==> src/rtl/cmpc_pkg.sv <==
/*
 * cmpc_pkg: register map, field positions and reset values for the
 * comparator control block.
 * Assumes a 32-bit APB bus with one aligned word per register.
 */
`default_nettype none
package cmpc_pkg;
    // printed offsets are register indices; byte address is four times
    localparam int          IDX_CTRL    = 0;
    localparam int          IDX_INSEL   = 2;
    localparam int          IDX_IRQEN   = 6;
    localparam int          IDX_STATUS  = 7;
    localparam logic [11:0] ADDR_CTRL   = 12'(IDX_CTRL * 4);
    localparam logic [11:0] ADDR_INSEL  = 12'(IDX_INSEL * 4);
    localparam logic [11:0] ADDR_IRQEN  = 12'(IDX_IRQEN * 4);
    localparam logic [11:0] ADDR_STATUS = 12'(IDX_STATUS * 4);
    // control register fields
    localparam int BIT_STDBY_RUN  = 7;
    localparam int BIT_PAD_OE     = 6;
    localparam int BIT_EDGE_HI    = 5;
    localparam int BIT_EDGE_LO    = 4;
    localparam int BIT_LOW_POWER  = 3;
    localparam int BIT_HYST_HI    = 2;
    localparam int BIT_HYST_LO    = 1;
    localparam int BIT_ENABLE     = 0;
    // input select fields
    localparam int BIT_INVERT     = 7;
    localparam int BIT_NEG_HI     = 1;
    localparam int BIT_NEG_LO     = 0;
    // irq enable and status fields
    localparam int BIT_IRQ        = 0;
    localparam int BIT_STATE      = 4;
    // writable masks and reset value
    localparam logic [7:0] MASK_CTRL  = 8'hff;
    localparam logic [7:0] MASK_INSEL = 8'h83;
    localparam logic [7:0] MASK_IRQEN = 8'h01;
    localparam logic [7:0] RESET_VAL  = 8'h00;
    // edge select encodings
    localparam logic [1:0] EDGE_ANY     = 2'h0;
    localparam logic [1:0] EDGE_FALLING = 2'h2;
    localparam logic [1:0] EDGE_RISING  = 2'h3;
    // synchroniser depth, result visible in the state bit after 4 cycles
    localparam int SYNC_CYCLES = 3;
endpackage : cmpc_pkg
`default_nettype wire

==> src/rtl/cmpc_top.sv <==
/*
 * cmpc_top: APB register bank, result synchroniser and edge flag for an
 * analog comparator core.
 * Assumes the analog core delivers one asynchronous raw result bit and
 * that a power manager reports standby and power-down sleep as levels
 * synchronous to i_clk; in standby without i_clk the gated clock stops.
 */
`default_nettype none
// Overview of operation
// - standby-run set: comparator runs in standby, flag and state frozen
// - standby-run clear: comparator halted throughout standby sleep
// - pad-output enable drives result to pin, else pin undriven
// - edge select: 0 both edges, 2 falling, 3 rising, 1 reserved
// - low-power bit asserts reduced-current control to the core
// - hysteresis field passed to core: off, 10, 25, 50 mV
// - control bit 0 enables the comparator
// - invert bit inverts result for pin, event, state and edges
// - positive input select 0 means positive pin zero only
// - negative select: 0 pin, 2 reference, 3 converter, 1 reserved
// - irq-enable bit 0 gates the comparator interrupt
// - state bit mirrors synced result, visible after 4 cycles
// - writing one clears the irq flag, zero leaves it
// - all four registers reset to zero
// - irq request held while enable and flag both set
// - raw result is one when positive input exceeds negative
// - power-down sleep disables comparator and pad output
// - standby running keeps event and pad output updating
module cmpc_top (
    // clock and reset
    input  wire logic        i_clk,
    input  wire logic        i_rst_n,
    // apb slave
    input  wire logic        i_psel,
    input  wire logic        i_penable,
    input  wire logic        i_pwrite,
    input  wire logic [11:0] i_paddr,
    input  wire logic [31:0] i_pwdata,
    input  wire logic [3:0]  i_pstrb,
    output logic             o_pready,
    output logic             o_pslverr,
    output logic [31:0]      o_prdata,
    // sleep state from power manager
    input  wire logic        i_standby,
    input  wire logic        i_power_down,
    // analog core
    input  wire logic        i_raw_result,
    output logic             o_core_enable,
    output logic             o_reduced_current_select,
    output logic [1:0]       o_hysteresis_level,
    output logic             o_positive_pin_zero_sel,
    output logic [1:0]       o_negative_input_select,
    // result consumers
    output logic             o_pad_out,
    output logic             o_pad_oe,
    output logic             o_event,
    output logic             o_irq
);
    // reset release synchroniser
    logic rst_meta_q;
    logic rst_sync_q;
    always_ff @(posedge i_clk or negedge i_rst_n) begin
        if (!i_rst_n) begin
            rst_meta_q <= 1'b0;
            rst_sync_q <= 1'b0;
        end else begin
            rst_meta_q <= 1'b1;
            rst_sync_q <= rst_meta_q;
        end
    end
    wire logic rst_n = rst_sync_q;

    // registers and synchroniser state
    logic [7:0] ctrl_q, ctrl_d;
    logic [7:0] insel_q, insel_d;
    logic [7:0] irqen_q, irqen_d;
    logic       flag_q, flag_d;
    logic       state_q, state_d;
    logic       sync1_q, sync2_q, sync3_q;
    logic       prev_q, prev_d;
    logic       prev_vld_q, prev_vld_d;
    logic [31:0] rdata_q, rdata_d;

    // bus decode shared by reads and writes
    function automatic logic hit(input logic [11:0] a, input logic [11:0] r);
        hit = (a == r);
    endfunction : hit

    wire logic wr_en  = i_psel & i_penable & i_pwrite;
    wire logic rd_set = i_psel & ~i_penable & ~i_pwrite;
    wire logic lane0  = i_pstrb[0];

    // comparator is live when enabled and sleep does not halt it
    logic active;
    always_comb begin
        active = ctrl_q[cmpc_pkg::BIT_ENABLE]
               & ~i_power_down
               & ~(i_standby & ~ctrl_q[cmpc_pkg::BIT_STDBY_RUN]);
    end
    // flag and state freeze while standby stops the peripheral clock
    wire logic frozen = i_standby;

    // core controls, only core enable held off when not active
    assign o_core_enable            = active;
    assign o_reduced_current_select =
        ctrl_q[cmpc_pkg::BIT_LOW_POWER];
    assign o_hysteresis_level       =
        ctrl_q[cmpc_pkg::BIT_HYST_HI:cmpc_pkg::BIT_HYST_LO];
    assign o_positive_pin_zero_sel  = 1'b1;
    assign o_negative_input_select  =
        insel_q[cmpc_pkg::BIT_NEG_HI:cmpc_pkg::BIT_NEG_LO];

    // raw result sync; core drives one when positive exceeds negative
    always_ff @(posedge i_clk or negedge rst_n) begin
        if (!rst_n) begin
            sync1_q <= 1'b0;
            sync2_q <= 1'b0;
            sync3_q <= 1'b0;
        end else begin
            sync1_q <= i_raw_result;
            sync2_q <= sync1_q;
            sync3_q <= sync2_q;
        end
    end
    // post-inversion result seen by every consumer
    wire logic result =
        (sync3_q ^ insel_q[cmpc_pkg::BIT_INVERT]) & active;

    // pad and event keep updating in standby-run, pin off in power down
    always_ff @(posedge i_clk or negedge rst_n) begin
        if (!rst_n) begin
            o_pad_out <= 1'b0;
            o_pad_oe  <= 1'b0;
            o_event   <= 1'b0;
        end else begin
            o_pad_out <= result;
            o_pad_oe  <= ctrl_q[cmpc_pkg::BIT_PAD_OE]
                       & ~i_power_down;
            o_event   <= result;
        end
    end

    // edge detect and flag next-state
    logic rise, fall, edge_hit;
    always_comb begin
        prev_d     = prev_q;
        prev_vld_d = prev_vld_q;
        state_d    = state_q;
        flag_d     = flag_q;
        rise       = 1'b0;
        fall       = 1'b0;
        edge_hit   = 1'b0;
        if (!active) begin
            prev_vld_d = 1'b0;
        end else if (!frozen) begin
            prev_d     = result;
            prev_vld_d = 1'b1;
            rise = prev_vld_q & result & ~prev_q;
            fall = prev_vld_q & ~result & prev_q;
            case (ctrl_q[cmpc_pkg::BIT_EDGE_HI:cmpc_pkg::BIT_EDGE_LO])
                cmpc_pkg::EDGE_ANY:     edge_hit = rise | fall;
                cmpc_pkg::EDGE_FALLING: edge_hit = fall;
                cmpc_pkg::EDGE_RISING:  edge_hit = rise;
                default:                edge_hit = 1'b0;
            endcase
        end
        if (!frozen) begin
            state_d = result;
        end
        // write-one clear, a same-cycle edge wins
        if (wr_en && lane0 && hit(i_paddr, cmpc_pkg::ADDR_STATUS)
            && i_pwdata[cmpc_pkg::BIT_IRQ]) begin
            flag_d = 1'b0;
        end
        if (edge_hit) begin
            flag_d = 1'b1;
        end
    end

    // register writes, only the low lane carries the 8-bit registers
    always_comb begin
        ctrl_d  = ctrl_q;
        insel_d = insel_q;
        irqen_d = irqen_q;
        if (wr_en && lane0) begin
            if (hit(i_paddr, cmpc_pkg::ADDR_CTRL)) begin
                ctrl_d = i_pwdata[7:0] & cmpc_pkg::MASK_CTRL;
            end
            if (hit(i_paddr, cmpc_pkg::ADDR_INSEL)) begin
                insel_d = i_pwdata[7:0] & cmpc_pkg::MASK_INSEL;
            end
            if (hit(i_paddr, cmpc_pkg::ADDR_IRQEN)) begin
                irqen_d = i_pwdata[7:0] & cmpc_pkg::MASK_IRQEN;
            end
        end
    end

    // read data captured in the setup cycle
    always_comb begin
        rdata_d = rdata_q;
        if (rd_set) begin
            rdata_d = 32'h0000_0000;
            if (hit(i_paddr, cmpc_pkg::ADDR_CTRL)) begin
                rdata_d[7:0] = ctrl_q;
            end
            if (hit(i_paddr, cmpc_pkg::ADDR_INSEL)) begin
                rdata_d[7:0] = insel_q;
            end
            if (hit(i_paddr, cmpc_pkg::ADDR_IRQEN)) begin
                rdata_d[7:0] = irqen_q;
            end
            if (hit(i_paddr, cmpc_pkg::ADDR_STATUS)) begin
                rdata_d[cmpc_pkg::BIT_STATE] = state_q;
                rdata_d[cmpc_pkg::BIT_IRQ]   = flag_q;
            end
        end
    end

    // state registers
    always_ff @(posedge i_clk or negedge rst_n) begin
        if (!rst_n) begin
            ctrl_q     <= cmpc_pkg::RESET_VAL;
            insel_q    <= cmpc_pkg::RESET_VAL;
            irqen_q    <= cmpc_pkg::RESET_VAL;
            flag_q     <= 1'b0;
            state_q    <= 1'b0;
            prev_q     <= 1'b0;
            prev_vld_q <= 1'b0;
            rdata_q    <= 32'h0000_0000;
        end else begin
            ctrl_q     <= ctrl_d;
            insel_q    <= insel_d;
            irqen_q    <= irqen_d;
            flag_q     <= flag_d;
            state_q    <= state_d;
            prev_q     <= prev_d;
            prev_vld_q <= prev_vld_d;
            rdata_q    <= rdata_d;
        end
    end

    // apb answers in the first access cycle, never errors
    assign o_pready  = 1'b1;
    assign o_pslverr = 1'b0;
    assign o_prdata  = rdata_q;
    // irq is a level held while the flag and its enable bit are both set
    assign o_irq = flag_q & irqen_q[cmpc_pkg::BIT_IRQ];

    // assertions
    a_irq_level: assert property (@(posedge i_clk) disable iff (!rst_n)
        o_irq == (flag_q & irqen_q[0]))
        else $error("irq does not follow flag and enable");
    a_flag_clear: assert property (@(posedge i_clk) disable iff (!rst_n)
        (wr_en && lane0 && i_paddr == cmpc_pkg::ADDR_STATUS && i_pwdata[0]
         && !edge_hit) |=> !flag_q)
        else $error("flag not cleared by write one");
    a_flag_hold: assert property (@(posedge i_clk) disable iff (!rst_n)
        (flag_q && !(wr_en && i_paddr == cmpc_pkg::ADDR_STATUS)) |=> flag_q)
        else $error("flag lost without clear");
    a_state_delay: assert property (@(posedge i_clk) disable iff (!rst_n)
        (active && !frozen && $stable(insel_q) && $stable(active))
        |=> state_q == ($past(sync3_q) ^ $past(insel_q[7])))
        else $error("state bit not mirroring result");
    a_rise_only: assert property (@(posedge i_clk) disable iff (!rst_n)
        (ctrl_q[5:4] == 2'h3 && fall) |=> $stable(flag_q) || !flag_q
        || $past(flag_q))
        else $error("falling edge set flag in rising mode");
    a_reserved_edge: assert property (@(posedge i_clk) disable iff (!rst_n)
        (ctrl_q[5:4] == 2'h1) |-> !edge_hit)
        else $error("reserved edge mode triggered");
    a_pd_pad: assert property (@(posedge i_clk) disable iff (!rst_n)
        i_power_down |=> !o_pad_oe)
        else $error("pad driven in power down");
    a_disabled_edge: assert property (@(posedge i_clk) disable iff (!rst_n)
        !active |-> !edge_hit && !o_core_enable)
        else $error("edge seen while disabled");
    a_frozen_state: assert property (@(posedge i_clk) disable iff (!rst_n)
        frozen |=> $stable(state_q))
        else $error("state updated in standby");
endmodule : cmpc_top
`default_nettype wire

==> config.mk <==
export PLATFORM = sky130hd
export DESIGN_NAME = cmpc_top
export DESIGN_NICKNAME = d
export VERILOG_FILES = /design/src/rtl/cmpc_pkg.sv /design/src/rtl/cmpc_top.sv
export SDC_FILE = /design/constraint.sdc
export NUM_CORES = 1
export LEC_CHECK = 0
export BUFFER_PORTS_ARGS = -buffer_cell sky130_fd_sc_hd__buf_2
export CAP_MARGIN = 20
export CORE_MARGIN = 5
export CORE_UTILIZATION = 45
export CTS_CLUSTER_DIAMETER = 30
export CTS_CLUSTER_SIZE = 14
export DETAILED_ROUTE_END_ITERATION = 7
export PLACE_DENSITY = 0.85
export SETUP_SLACK_MARGIN = 0.4
export SLEW_MARGIN = 20
export SYNTH_ARGS = -nofsm -noshare
export SYNTH_HDL_FRONTEND = slang
export SYNTH_SLANG_ARGS = --single-unit
==> constraint.sdc <==
create_clock -name i_clk -period 2.5 [get_ports i_clk]
set_input_delay 0.75 -clock i_clk [delete_from_list [all_inputs] [get_ports i_clk]]
set_output_delay 0.75 -clock i_clk [all_outputs]
set_load 0.01 [all_outputs]
==> reports/results.ini <==
[outcome]
status=finished clean

[die]
fp.dieH_um=69.3
fp.coreArea_mm2=0.00336
die_area_mm2=0.00480
io_pins=101
std_cell_rows=21
start_util_pct=47.0
die_x_um=69.3

[worst_setup_path]
crit_arrival_ns=1.28
reg2reg_from=insel_q[7]
r2r_cells=4
regToRegSetupSlack_ns=1.29
crit_end=o_core_enable
cp-start-kind=input port
r2r_end=flag_q
cp-startpoint=i_power_down
end_kind=output pin
critPathMaxFanout=3
crit_type=input port to output pin
cp.required_ns=1.75

[route]
drt_iter0_drc=24
vias=1107
drcViolationCount=0
drt_first_pass_iters=4
via_per_inst=4.61
wirelength_um=3110
wire_per_inst_um=13.0
ant_nets=0

[timing]
hold_slack_ns=0.195
fin_crit_sh_pct=81.4
final-hold-violation-count=0
slew_viol_final=0
finalSetupTns_ns=0
final-setup-viol-count=0
rsz0062_at_grt=no
setup_slack_ns=0.465
finClkSkew_ns=0.00596
period_minus_slack_ns=2.03
fmax_mhz=491

[clock_tree]
clkTransAtPathRegs_ns=0.09
cts.sinks=31
cts.path.max_buffers=2
ctsRootBufferMaster=clkbuf_4
cts_tree=done
insertion_delay_ns=0.32
cts_max_level=2
cts_inserted_buffers=5
ctsHoldBuffers=0

[final_layout]
nFillCells=313
synthToLayoutAreaGrowth_pct=14.6
final_cell_area_mm2=0.00181
antennaDiodeCount=0
multi_input_area_um2=632
regArea_um2=776
drive_gt1_share_pct=37.6
nNetsFinal=250

[synthesis]
synth.most_common_cell=buf_4
yosysSeqAreaShare_pct=49.1
syn_avg_cell_area_um2=10.8
yosysWarnings=0
synth_area_leader_cell=dfrtp_1
synthTopCellsByCount=buf_4, dfrtp_1, nand2_1
yosysTopAreaCellShare_pct=49.1
synthArstFlopShare_pct=100
synth_ff_type=dfrtp_1
synth-seq-cells=31
synth-edff-count=0
syn_inst=147
synth_area_leaders=dfrtp_1, buf_4, mux2_2, nand2_1, a22o_1
netlist_area_mm2=0.00158
netlist-cell-type-count=32

[grt]
antenna_found_initial=0
overflow=0
grt_use_met3_pct=4.93
grt_start_max_net_pins=30
track_usage_pct=13.0
gr-max-usage-layer=met2
grtUsageMet1_pct=14.4
met2_usage_pct=23.4
grt_pass1_vias=1157
grt_first_pass_wirelength_um=5110

[placed_design]
placed_cell_area_mm2=0.00174
gp_congestion=0.779
portBuffers=46
dpl.hpwl_um=2400
dpl_worst_slack_ns=0.283

[power_and_ir_drop]
power_density_mw_per_mm2=525
p_leak_uw=0.000974
ir_worst_vdd_mv=0.409

[hold_path]
hp-class=input port to asynchronous set/reset pin

[flow_run]
cap_violations=0

==> metrics by stage <==
step | util, % | cells | total power (uW)
CTS | 53.9 | 240 | 956
global route | 53.9 | 240 | 996
detailed placement | 51.7 | 233 | 591
finish | 53.9 | 240 | 951
floorplan | - | 173 | 588
global placement | 51.7 | 233 | 590
==> critical path: stages <==
cell and delay [ns]:
buf_2 0.12, nor2b_2 0.15, nand2_1 0.09, inv_1 0.05, buf_2 0.12
==> timing repair <==
action,in CTS,in global routing
buffers inserted,0,0
resized for setup,1,0
setup endpoints to repair,1,0
==> flip-flops by register name, indices dropped and copies added, names as in the netlist <==
| signal | cells |
|---|---|
| o_event | 1 |
| flag_q | 1 |
| o_pad_oe | 1 |
| rst_n | 1 |
| prev_q | 1 |
| ctrl_q | 8 |
| sync1_q | 1 |
| irqen_q | 1 |
| state_q | 1 |
| insel_q | 3 |
| sync2_q | 1 |
| prev_vld_q | 1 |
| sync3_q | 1 |
| rst_meta_q | 1 |
| o_prdata | 8 |
==> report_power, final <==
| group | total [uW] | switching, uW | internal [uW] |
|---|---|---|---|
| clock network | 369 | 163 | 206 |
| logic | 76.2 | 52.4 | 23.8 |
| registers | 506 | 1.17 | 505 |
| total | 951 | 216 | 735 |
==> cell usage in the layout (no fill, tap or decap), drive strengths merged, types with 3 or more instances in the layout <==
cell type and instances:
a22o 4, dfrtp 31, nor2b 3, conb 28, nor2 6, inv 4
clkbuf 6, mux2 12, buf 50, nor3 4, nand4 3, nand2 15
o21ai 3
==> worst min path at each step <==
stage,slack (ns),end,depth (start not counted)
after floorplan,0.33,rst_n,0
after global placement,0.25,sync2_q,1
after detailed placement,0.26,o_pad_oe,1
after CTS,0.19,rst_meta_q,1
after global routing,0.17,rst_n,1
final,0.20,rst_n,1
==> area by class of cell <==
class                           count  share of cell area [%]
Clock buffer                        6                    2.28
Clock inverter                      1                    1.66
Sequential cell                    31                    42.8
Multi-Input combinational cell    102                    34.9
Tap cell                           46                    3.18
Inverter                            4                   0.829
Timing Repair Buffer               50                    14.4
==> cell families (layout without fill, tap and decap cells) <==
group	Yosys count	in the layout	share of synthesized area, %
buffers and inverters	40	61	17.3
and+or+nand+nor	40	40	13.8
DFF	31	31	49.1
xor gates and xnor gates	2	2	1.11
other	2	28	0.475
AOI/OAI and AO/OA	18	18	8.39
muxes	14	14	9.81
==> layer usage <==
| metal | wire, um | vias up |
|---|---|---|
| li1 | - | 534 |
| met2 | 1570 | 43 |
| met3 | 252 | 4 |
| met4 | 29 | 0 |
| met5 | 0 | - |
| met1 | 1260 | 526 |
No activity file was read; power rests on OpenSTA's default activity.
